<file path="config.mk">
export PLATFORM = sky130hd
export DESIGN_NAME = led_gate_host
export DESIGN_NICKNAME = d
export VERILOG_FILES = /design/src/led_gate_host_pkg.sv /design/src/led_gate_host.sv
export SDC_FILE = /design/constraint.sdc
export NUM_CORES = 1
export LEC_CHECK = 0
export ABC_AREA = 1
export BUFFER_PORTS_ARGS = -buffer_cell sky130_fd_sc_hd__buf_2
export CAP_MARGIN = 0
export CORE_MARGIN = 5
export CORE_UTILIZATION = 65
export DETAILED_ROUTE_END_ITERATION = 10
export PLACE_DENSITY_LB_ADDON = 0.25
export SETUP_SLACK_MARGIN = 0.5
export SLEW_MARGIN = 10
export SYNTH_ARGS = -nofsm -noshare
export SYNTH_HDL_FRONTEND = slang
export SYNTH_SLANG_ARGS = --single-unit
</file>
<file path="constraint.sdc">
create_clock -name clock_in -period 17 [get_ports clock_in]
set_input_delay 3.4 -clock clock_in [delete_from_list [all_inputs] [get_ports clock_in]]
set_output_delay 3.4 -clock clock_in [all_outputs]
set_load 0.1 [all_outputs]
</file>
<file path="src/led_gate_host_pkg.sv">
/*
 * shared constants and carriers for the led gate/pwm host controller.
 * assumes a 250 mhz system clock; times are converted to cycle counts here.
 */
package led_gate_host_pkg;

    localparam int unsigned CLOCK_MHZ          = 250;
    localparam int unsigned CHANNELS           = 3;
    // least gate low pulse, in ns
    localparam int unsigned GATE_LOW_MIN_NS    = 1000;
    localparam int unsigned GATE_LOW_MIN_CYC   =
        (GATE_LOW_MIN_NS * CLOCK_MHZ + 999) / 1000;
    // wake turn-on time from shutdown, in ns (1.4 us)
    localparam int unsigned WAKE_TURN_ON_NS    = 1400;
    localparam int unsigned WAKE_TURN_ON_CYC   =
        (WAKE_TURN_ON_NS * CLOCK_MHZ + 999) / 1000;
    // longest shutdown delay, in us; host assumes shutdown after this
    localparam int unsigned SHUTDOWN_DELAY_MAX_US = 8000;
    localparam int unsigned SHUTDOWN_DELAY_CYC    =
        SHUTDOWN_DELAY_MAX_US * CLOCK_MHZ;
    // gate dimming frequency limits, in hz
    localparam int unsigned GATE_PWM_MIN_HZ    = 100;
    localparam int unsigned GATE_PWM_FINE_MAX_HZ = 5000;
    localparam int unsigned GATE_PWM_MAX_HZ    = 50000;
    // period counts for the gate pwm (cycles per period)
    localparam int unsigned GATE_PERIOD_MAX_CYC =
        CLOCK_MHZ * 1000000 / GATE_PWM_MIN_HZ;
    localparam int unsigned GATE_PERIOD_FINE_CYC =
        CLOCK_MHZ * 1000000 / GATE_PWM_FINE_MAX_HZ;
    localparam int unsigned GATE_PERIOD_MIN_CYC =
        CLOCK_MHZ * 1000000 / GATE_PWM_MAX_HZ;
    // gate period must be this many channel periods at least
    localparam int unsigned GATE_TO_CHANNEL_RATIO = 16;
    localparam int unsigned CNT_W              = 24;
    localparam logic [CNT_W-1:0] CNT_ZERO      = 24'h000000;
    localparam logic [CNT_W-1:0] CNT_ONE       = 24'h000001;

    typedef enum logic [1:0] {
        LINK_LOCKOUT,
        LINK_ACTIVE,
        LINK_WAKING,
        LINK_ASLEEP
    } link_state_e;

    typedef struct packed {
        logic [CNT_W-1:0] period;
        logic [CNT_W-1:0] high_time;
    } pwm_setting_s;

    typedef struct packed {
        link_state_e            state;
        logic [CNT_W-1:0]       gate_cnt;
        logic [CNT_W-1:0]       low_cnt;
        logic [CNT_W-1:0]       wake_cnt;
        logic [CNT_W-1:0]       ch_cnt;
        logic                   gate;
        logic [CHANNELS-1:0]    drive;
        logic                   setting_bad;
    } host_state_s;

endpackage

</file>
<file path="src/led_gate_host.sv">
/*
 * host controller for a three channel led current-sink driver: generates
 * the common gate pwm and per-channel drive pwm, tracks the driver's
 * shutdown and wake timing, and honours the supply lockout.
 * assumes all inputs synchronous to clock_in; settings are held stable
 * by the user and read combinationally on every clock cycle.
 */
`timescale 1ns/100ps

// Contract
// - gate low pulses last at least 1 us
// - gate frequency within dimming limits
// - gate much slower than channel pwm (only flagged on setting_bad_out; gate still runs)
// - drives always defined high or low
module led_gate_host #(
    parameter int unsigned SHUTDOWN_CYC = led_gate_host_pkg::SHUTDOWN_DELAY_CYC
) (
    input  wire logic                          clock_in,
    input  wire logic                          sys_rst_in,
    input  wire logic                          supply_ok_in,
    input  wire logic                          enable_in,
    input  wire led_gate_host_pkg::pwm_setting_s gate_set_in,
    input  wire led_gate_host_pkg::pwm_setting_s ch_set_in,
    input  wire logic [led_gate_host_pkg::CNT_W*
                       led_gate_host_pkg::CHANNELS-1:0] ch_high_in,
    output logic                               gate_out,
    output logic [led_gate_host_pkg::CHANNELS-1:0] channel_drive_out,
    output logic                               asleep_out,
    output logic                               waking_out,
    output logic [led_gate_host_pkg::CHANNELS-1:0] sink_expected_out,
    output logic                               setting_bad_out
);

    localparam int unsigned W  = led_gate_host_pkg::CNT_W;
    localparam int unsigned NC = led_gate_host_pkg::CHANNELS;
    localparam logic [W-1:0] LOW_MIN =
        W'(led_gate_host_pkg::GATE_LOW_MIN_CYC);
    localparam logic [W-1:0] WAKE_CYC =
        W'(led_gate_host_pkg::WAKE_TURN_ON_CYC);
    localparam logic [W-1:0] SHDN_CYC = W'(SHUTDOWN_CYC);
    localparam logic [W-1:0] PER_MAX =
        W'(led_gate_host_pkg::GATE_PERIOD_MAX_CYC);
    localparam logic [W-1:0] PER_FINE =
        W'(led_gate_host_pkg::GATE_PERIOD_FINE_CYC);
    localparam logic [W-1:0] PER_MIN =
        W'(led_gate_host_pkg::GATE_PERIOD_MIN_CYC);

    led_gate_host_pkg::host_state_s st_reg;
    led_gate_host_pkg::host_state_s st_next;

    // clamp the high time so the low part of a period lasts at least 1 us
    function automatic logic [W-1:0] clamp_high(input logic [W-1:0] per,
                                                input logic [W-1:0] hi);
        logic [W-1:0] lim;
        lim = (per > LOW_MIN) ? per - LOW_MIN : led_gate_host_pkg::CNT_ZERO;
        if (hi == led_gate_host_pkg::CNT_ZERO || hi >= per)
            return hi;
        return (hi > lim) ? lim : hi;
    endfunction

    // period counter wrap
    function automatic logic [W-1:0] step(input logic [W-1:0] cnt,
                                          input logic [W-1:0] per);
        return (cnt + led_gate_host_pkg::CNT_ONE >= per) ?
            led_gate_host_pkg::CNT_ZERO : cnt + led_gate_host_pkg::CNT_ONE;
    endfunction

    logic        period_ok;
    logic        duty_fine;
    logic        ratio_ok;
    logic [W-1:0] gate_hi;
    logic [W+4:0] ch_scaled;

    always_comb
    begin
        duty_fine = (gate_set_in.high_time * 10 > gate_set_in.period) ||
                    (gate_set_in.period >= PER_FINE);
        period_ok = (gate_set_in.period <= PER_MAX) &&
                    (gate_set_in.period >= PER_MIN) && duty_fine;
        ch_scaled = (W+5)'(ch_set_in.period) *
                    (W+5)'(led_gate_host_pkg::GATE_TO_CHANNEL_RATIO);
        ratio_ok  = (W+5)'(gate_set_in.period) >= ch_scaled;
        gate_hi   = clamp_high(gate_set_in.period, gate_set_in.high_time);
    end

    always_comb
    begin
        logic new_gate;
        logic [W-1:0] hi;
        new_gate = 1'b0;
        hi       = led_gate_host_pkg::CNT_ZERO;
        st_next  = st_reg;
        st_next.setting_bad = ~(period_ok && ratio_ok);
        st_next.gate_cnt = step(st_reg.gate_cnt, gate_set_in.period);
        st_next.ch_cnt   = step(st_reg.ch_cnt, ch_set_in.period);
        new_gate = enable_in && period_ok && (st_reg.gate_cnt < gate_hi);
        for (int i = 0; i < NC; i++)
        begin
            hi = ch_high_in[i*W +: W];
            st_next.drive[i] = enable_in && (st_reg.ch_cnt < hi);
        end
        case (st_reg.state)
            led_gate_host_pkg::LINK_LOCKOUT:
            begin
                st_next.gate  = 1'b0;
                st_next.drive = '0;
                st_next.low_cnt = led_gate_host_pkg::CNT_ZERO;
                if (supply_ok_in)
                    st_next.state = led_gate_host_pkg::LINK_ACTIVE;
            end
            led_gate_host_pkg::LINK_ACTIVE:
            begin
                st_next.gate = new_gate;
                if (new_gate)
                    st_next.low_cnt = led_gate_host_pkg::CNT_ZERO;
                else if (st_reg.low_cnt + led_gate_host_pkg::CNT_ONE
                         >= SHDN_CYC)
                    st_next.state = led_gate_host_pkg::LINK_ASLEEP;
                else
                    st_next.low_cnt = st_reg.low_cnt +
                                      led_gate_host_pkg::CNT_ONE;
            end
            led_gate_host_pkg::LINK_ASLEEP:
            begin
                st_next.gate = new_gate;
                st_next.low_cnt = led_gate_host_pkg::CNT_ZERO;
                if (new_gate)
                begin
                    st_next.wake_cnt = led_gate_host_pkg::CNT_ZERO;
                    st_next.state    = led_gate_host_pkg::LINK_WAKING;
                end
            end
            led_gate_host_pkg::LINK_WAKING:
            begin
                st_next.gate = new_gate;
                st_next.wake_cnt = st_reg.wake_cnt +
                                   led_gate_host_pkg::CNT_ONE;
                if (!new_gate)
                begin
                    st_next.low_cnt = led_gate_host_pkg::CNT_ZERO;
                    st_next.state   = led_gate_host_pkg::LINK_ACTIVE;
                end
                else if (st_next.wake_cnt >= WAKE_CYC)
                    st_next.state = led_gate_host_pkg::LINK_ACTIVE;
            end
            default:
                st_next.state = led_gate_host_pkg::LINK_LOCKOUT;
        endcase
        // supply loss returns to lockout at once
        if (!supply_ok_in)
        begin
            st_next.state = led_gate_host_pkg::LINK_LOCKOUT;
            st_next.gate  = 1'b0;
            st_next.drive = '0;
        end
    end

    always_ff @(posedge clock_in)
    begin
        if (sys_rst_in)
        begin
            st_reg.state       <= led_gate_host_pkg::LINK_LOCKOUT;
            st_reg.gate_cnt    <= led_gate_host_pkg::CNT_ZERO;
            st_reg.low_cnt     <= led_gate_host_pkg::CNT_ZERO;
            st_reg.wake_cnt    <= led_gate_host_pkg::CNT_ZERO;
            st_reg.ch_cnt      <= led_gate_host_pkg::CNT_ZERO;
            st_reg.gate        <= 1'b0;
            st_reg.drive       <= '0;
            st_reg.setting_bad <= 1'b0;
        end
        else
            st_reg <= st_next;
    end

    assign gate_out          = st_reg.gate;
    assign channel_drive_out = st_reg.drive;
    assign asleep_out        = st_reg.state == led_gate_host_pkg::LINK_ASLEEP;
    assign waking_out        = st_reg.state == led_gate_host_pkg::LINK_WAKING;
    assign setting_bad_out   = st_reg.setting_bad;
    assign sink_expected_out =
        (st_reg.gate && st_reg.state == led_gate_host_pkg::LINK_ACTIVE) ?
        st_reg.drive : '0;

endmodule // led_gate_host

</file>
# [Word level (Yosys, flattened, before mapping)]
# Index checks and enable logic that the tools add are counted.
[op_classes] add_sub_neg=5 multipliers=1 n_lt_le_gt_ge=16 n_eq_ne=9 n_mux=19 n_bitwise=2 n_reduce_logical=23
[op_table] operator="2-to-1 mux 24 bit" n=8
[op_table] operator="adder 24 x 1 -> 24 bit, second input constant" n=4
[op_table] operator="< comparator 24 bit" n=4
[op_table] operator=">= comparator 24 bit" n=3
[op_table] operator="one-hot mux 24 bit (3 select lines)" n=1
[op_table] operator="one-hot mux 24 bit (2 select lines)" n=1
[op_table] operator=">= comparator 24 x 28 -> 1 bit" n=1
[op_table] operator="greater-than comparator 28 x 24 -> 1 bit" n=1
[op_table] operator="multiplier 24 x 3 -> 27 bit, second input constant" n=1
[op_table] operator=">= comparator 24 x 13 -> 1 bit, second input constant" n=1
[op_table] operator=">= comparator 24 x 16 -> 1 bit, second input constant" n=1
[op_table] operator=">= comparator 24 x 21 -> 1 bit, second input constant" n=1
[op_table] operator=">= comparator 24 x 9 -> 1 bit, second input constant" n=1
[op_table] operator="greater-than comparator 24 bit" n=1
[op_table] operator="greater-than comparator 24 x 8 -> 1 bit, second input constant" n=1
[op_table] operator="less-or-equal comparator 24 x 22 -> 1 bit, second input constant" n=1
[op_table] operator="logical NOT 24 bit" n=1
[op_table] operator="subtractor 24 x 8 -> 24 bit, second input constant" n=1
[op_table] operator="2-to-1 mux 2 bit" n=5
[op_table] operator="logical AND 1 bit" n=9
[op_table] operator="one-hot mux 2 bit (4 select lines)" n=1
[op_table] operator="OR reduction 2 bit" n=4
[op_table] operator="!= test 2 bit, second input constant" n=3
[op_table] operator="OR reduction 3 bit" n=2
[op_table] operator="other kinds (14)" n=18
[word_totals] reg_bits=103 out_inout_bits=10

# [Logic depth before layout (Yosys ltp)]
[logic_depth] depth_word=9 mapped_depth=43

# [Worst setup path before layout]
# Ideal clock, no wire load.
[synth_path] kind="input port to flip-flop" from="in gate_set_in[25] (netlist name)" to="reg st_reg[45] (netlist name)" setup_ps=134 arrival_ps=7904 required_ps=16866 slack_ps=8962 stages=41 cell_sequence="inv_1 > ha_1 > nor2_1 > inv_1 > nor2_1 > inv_1 > nor2_1 > nor2_1 > inv_1 > nor2_1 > inv_1 > nor2_1 > inv_1 > o21ai_0 > nand3_1 > ha_1 > nand2_1 > nor2_1 > [... 5 more ...] > nor2_1 > clkbuf_1 > nand2_1 > o21ai_0 > ha_1 > a21oi_1 > o21ai_0 > nand2_1 > o211ai_1 > nand2_1 > o2111ai_1 > nor2_1 > nand2_2 > inv_2 > nand2_2 > buf_4 > nand3_1 > a21oi_1"
[synth_via] elab_chain_cells=9 word_cells_on_any_way=21 classes_between="add/sub (1); order compare (8); eq/ne (1); mux (4); reduce/logical (7)"
[synth_rtl] item="start, declared" line_no="led_gate_host.sv:22" rtl="input wire led_gate_host_pkg::pwm_setting_s gate_set_in,"
[synth_rtl] item="subtractor 24 x 8 -> 24 bit / greater-than comparator 24 x 8 -> 1 bit (equally long branches)" line_no="led_gate_host.sv:55" rtl="lim = (per > LOW_MIN) ? per - LOW_MIN : led_gate_host_pkg::CNT_ZERO;"
[synth_rtl] item="2-to-1 mux 24 bit" line_no="led_gate_host.sv:55"
[synth_rtl] item="greater-than comparator 24 bit" line_no="led_gate_host.sv:58" rtl="return (hi > lim) ? lim : hi;"
[synth_rtl] item="2-to-1 mux 24 bit (2 in series)" line_no="led_gate_host.sv:58"
[synth_rtl] item="< comparator 24 bit" line_no="led_gate_host.sv:96" rtl="new_gate = enable_in && period_ok && (st_reg.gate_cnt < gate_hi);"
[synth_rtl] item="logical AND 1 bit (*)" line_no="led_gate_host.sv:96"
[synth_rtl] item="!= test 2 x 1 -> 1 bit (no source line) (*)"
[synth_rtl] item="AND reduction 2 bit (no source line) (*)"
[synth_rtl] item="end signal, assigned" line_no="led_gate_host.sv:172" rtl="st_reg <= st_next;"
[synth_rtl] item="end, declared" line_no="led_gate_host.sv:48" rtl="led_gate_host_pkg::host_state_s st_reg;"
# Every way passes the cells marked *; elsewhere a longest branch is shown, timed or not.
# A chain may end at the register's enable or synchronous reset.

# [Final worst setup path]
[layout_path] from="in gate_set_in[32] (netlist name)" to="reg st_reg[71] (netlist name)"
[layout_via] elab_chain_cells=9 word_cells_on_any_way=24 classes_between="add/sub (1); order compare (8); eq/ne (2); mux (6); reduce/logical (7)"
[layout_rtl] item="subtractor 24 x 8 -> 24 bit / greater-than comparator 24 x 8 -> 1 bit (equally long branches)" line_no="led_gate_host.sv:55"
[layout_rtl] item="2-to-1 mux 24 bit" line_no="led_gate_host.sv:55"
[layout_rtl] item="greater-than comparator 24 bit" line_no="led_gate_host.sv:58"
[layout_rtl] item="2-to-1 mux 24 bit (2 in series)" line_no="led_gate_host.sv:58"
[layout_rtl] item="< comparator 24 bit" line_no="led_gate_host.sv:96"
[layout_rtl] item="logical AND 1 bit (*)" line_no="led_gate_host.sv:96"
[layout_rtl] item="2-to-1 mux 24 bit (tied with other cells)" line_no="led_gate_host.sv:114" rtl="if (new_gate)"
[layout_rtl] item="one-hot mux 24 bit (3 select lines) / AND reduction 2 bit (equally long branches)"
# Marked as above.

==> flow_summary_export.csv <==
group,metric,value,unit
routing,wl_met1,15.8,mm
yosys,muxShareOfSynthArea,0,%
placed_design,gp_congestion,0.952,
floorplan,fp.dieW,155,um
floorplan,die_h,155,um
timing,fin_crit_sh,57.3,%
routing,first_iter_violations,952,
worst_setup_path,reg2reg_from,"st_reg[77]$_SDFF_PP0_",
floorplan,dieArea,24000,um^2
worst_setup_path,slowest_delay,0.51,ns
timing,setup_viol,0,
yosys,synthXorXnorAreaFrac,5.25,%
min_path,worstHoldPathType,"register to register",
routing,drc,0,
routing,met3WireLength,3.10,mm
floorplan,rows,53,
yosys,yosysTopAreaCellShare,26.0,%
yosys,ys_ff_latch,103,
worst_setup_path,slowest_stage,"clkinv_1",
timing,period_needed,9.73,ns
global_routing,grt_pass1_wl,63.2,mm
timing,drv_slew,0,
yosys,syn_nets,2552,
routing,via_per_inst,5.70,
routing,ant_nets,0,
yosys,synth_cells,2095,
worst_setup_path,critPathRequiredTime,17.25,ns
timing,worst_pin_slew,1.16,ns
clock_network,cts-hold-fix-buffers,0,
placed_design,portBuffers,157,
clock_network,clock_path_buffers,2,
power,ir_worst_vdd,42.2,uV
min_path,min_path_cells,2,
floorplan,start_util,65.4,%
global_routing,grtUsageTotal,31.2,%
min_path,hold_start,"st_reg[59]$_SDFFE_PP0P_",
global_routing,grt_overflow,0,
worst_setup_path,reg2reg_depth,24,
timing,slew_headroom,22.8,%
worst_setup_path,reg2reg_slack,11.94,ns
floorplan,core_area,20900,um^2
routing,routed_wl,38.2,mm
yosys,syn_avg_cell_area,6.52,um^2
yosys,seq_area_frac_synth,15.1,%
power,p_leak,8.06,nW
timing,grt_setup_unrepaired,"no",
clock_network,numCtsBuffers,9,
worst_setup_path,crit_type,"input port to register",
worst_setup_path,startpoint,"gate_set_in[32]",
finish,area_growth,9.74,%
routing,wl_met2,17.9,mm
global_routing,grt_max_degree,34,
worst_setup_path,worstPathArrival,9.98,ns
finish,largest_reg_flops,98,
yosys,yosysWarnings,0,
clock_network,cts_max_level,3,
clock_network,cts_resized,0,
yosys,synth_compound_gate_area_share,13.1,%
timing,hold_violations,0,
outcome,status,"completed",
worst_setup_path,crit_top_cell,"nand2_1",
yosys,synth_area,13700,um^2
yosys,synthDistinctLibCells,52,
power,power.density,47.4,nW/um^2
finish,post-route-util,71.8,%
job,max_cap_viol_count,0,
routing,first_pass_iters,6,
clock_network,insertion_delay,0.37,ns
yosys,yosysTopAreaCell,"ha_1",
yosys,yosys.area_share.simple,29.9,%
clock_network,clk_pin_slew,0.08,ns
yosys,synthAdderAreaFrac,26.1,%
finish,final_layout_size_suffix_gt1_share,9.96,%
worst_setup_path,crit_path_end_kind,"register",
clock_network,cts_tree,"built",
timing,fin_skew,0.0198,ns
worst_setup_path,crit_fanout,32,
global_routing,antenna_found_initial,6,
yosys,yosys-top-cells-area,"ha_1 (26%), dfxtp_1 (15%), nand2_1 (11%)",
clock_network,cts.sinks,103,
finish,layout.nets,2692,
clock_network,clockRootBuffer,"clkbuf_16",
finish,fillers,1834,
clock_network,cts_setup_buffers,0,
routing,routedWlPerCell,15.2,um
timing,fmaxAchievable,0.103,GHz
floorplan,ios,182,
placed_design,dp_hpwl,31.4,mm
routing,num_vias,14400,
timing,fin_setup_tns,0,ns
routing,routed.top_layer,"met5",
worst_setup_path,cp-start-kind,"input port",
global_routing,grt_pass1_vias,14000,
yosys,synth_top_family_by_area,"simple AND/OR/NAND/NOR gates",
==> kinds of logic (layout without fill, tap and decap cells) <==
group	Yosys count	count (layout)
other cells	0	5
buf+inv	372	517
xor+xnor	82	82
compound gates	306	306
simple gates	947	947
fa+ha+maj	285	285
flops	103	103
==> through the flow <==
step           instance area [um^2]  hold WS [ns]  setup slack [ns]  cells  power [W]
2_1_floorplan                 13700         0.440              8.96   2095   0.000415
3_3_place_gp                  14700         0.454              7.29   2499   0.000481
3_5_place_dp                  14700         0.473              7.06   2499   0.000492
4_1_cts                       15000         0.484              7.45   2515   0.000710
5_1_grt                       15000         0.517              6.62   2519   0.000761
6_report                      15000         0.485              7.27   2520   0.000712
==> layout make-up <==
cell class              instances  area [um^2]  area share, %
multi-input cells            1620        10200           67.8
flip-flops and latches        103         2060           13.7
inverters                     340         1280           8.51
repair buffers                161          816           5.44
well taps                     275          344           2.29
clock buffers                   9          225           1.50
clock inverters                 7         91.3          0.609
diodes                          5         12.5         0.0834
==> final timing paths <==
check | endpoint
max | st_reg[71]$_SDFFE_PP0P_
min | st_reg[59]$_SDFFE_PP0P_
max reg2reg | st_reg[86]$_SDFF_PP0_
min reg2reg | st_reg[59]$_SDFFE_PP0P_
==> critical path: cells and delay by family <==
kind,cells,cell delay (ns)
AND/OR/NAND/NOR,23,3.92
AO/OA/AOI/OAI,4,0.57
adder cells (fa/ha/maj),2,0.50
buffers and inverters,6,1.52
==> layout by cell type (no fill, tap or decap), types with 6 or more instances in the layout <==
| master | synthesis | final |
|---|---|---|
| a211oi_1 | 19 | 19 |
| a21o_1 | 7 | 7 |
| a21oi_1 | 147 | 147 |
| a31oi_1 | 6 | 6 |
| buf_2 | 2 | 157 |
| clkbuf_16 | 0 | 9 |
| dfxtp_1 | 103 | 103 |
| ha_1 | 284 | 284 |
| inv_1 | 336 | 336 |
| nand2_1 | 411 | 411 |
| nand3_1 | 137 | 137 |
| nand4_1 | 32 | 32 |
| nor2_1 | 261 | 260 |
| nor3_1 | 53 | 53 |
| nor4_1 | 12 | 12 |
| o2111ai_1 | 9 | 9 |
| o211ai_1 | 10 | 10 |
| o21a_1 | 9 | 9 |
| o21ai_0 | 69 | 69 |
| o221a_2 | 6 | 6 |
| or2_2 | 11 | 11 |
| xnor2_1 | 24 | 24 |
| xor2_1 | 58 | 58 |
==> per-layer routing <==
| layer | vias to the layer above | track usage (%) |
|---|---|---|
| met5 | - | 0 |
| met4 | 4 | 13.0 |
| met3 | 120 | 5.98 |
| met2 | 505 | 52.7 |
| met1 | 6481 | 38.9 |
| li1 | 7242 | - |
==> power by group <==
part	internal [W]	switching [W]	total, W
clock network	0.000107	0.000112	0.000219
registers	0.000243	0.00000232	0.000245
logic	0.0000922	0.000155	0.000247
==> cell usage after synthesis, drive strengths merged <==
master,instances
nand4,35
nand3,140
o41ai,1
nor3b,2
nand3b,2
a21oi,148
nor3,60
a21o,7
o21a,9
nor4b,1
o21ai,73
o221a,6
a21boi,5
o221ai,1
ha,284
dfxtp,103
o31ai,3
fa,1
a31o,3
clkbuf,23
o2111ai,9
nor4,12
or2,11
xnor2,24
xor2,58
nor2,265
o211ai,10
o21bai,2
a31oi,6
buf,9
and3,3
a211o,1
clkinv,1
a211oi,19
nand2,415
a2111oi,3
and2,1
inv,339
No activity file was read; power rests on OpenSTA's default activity.
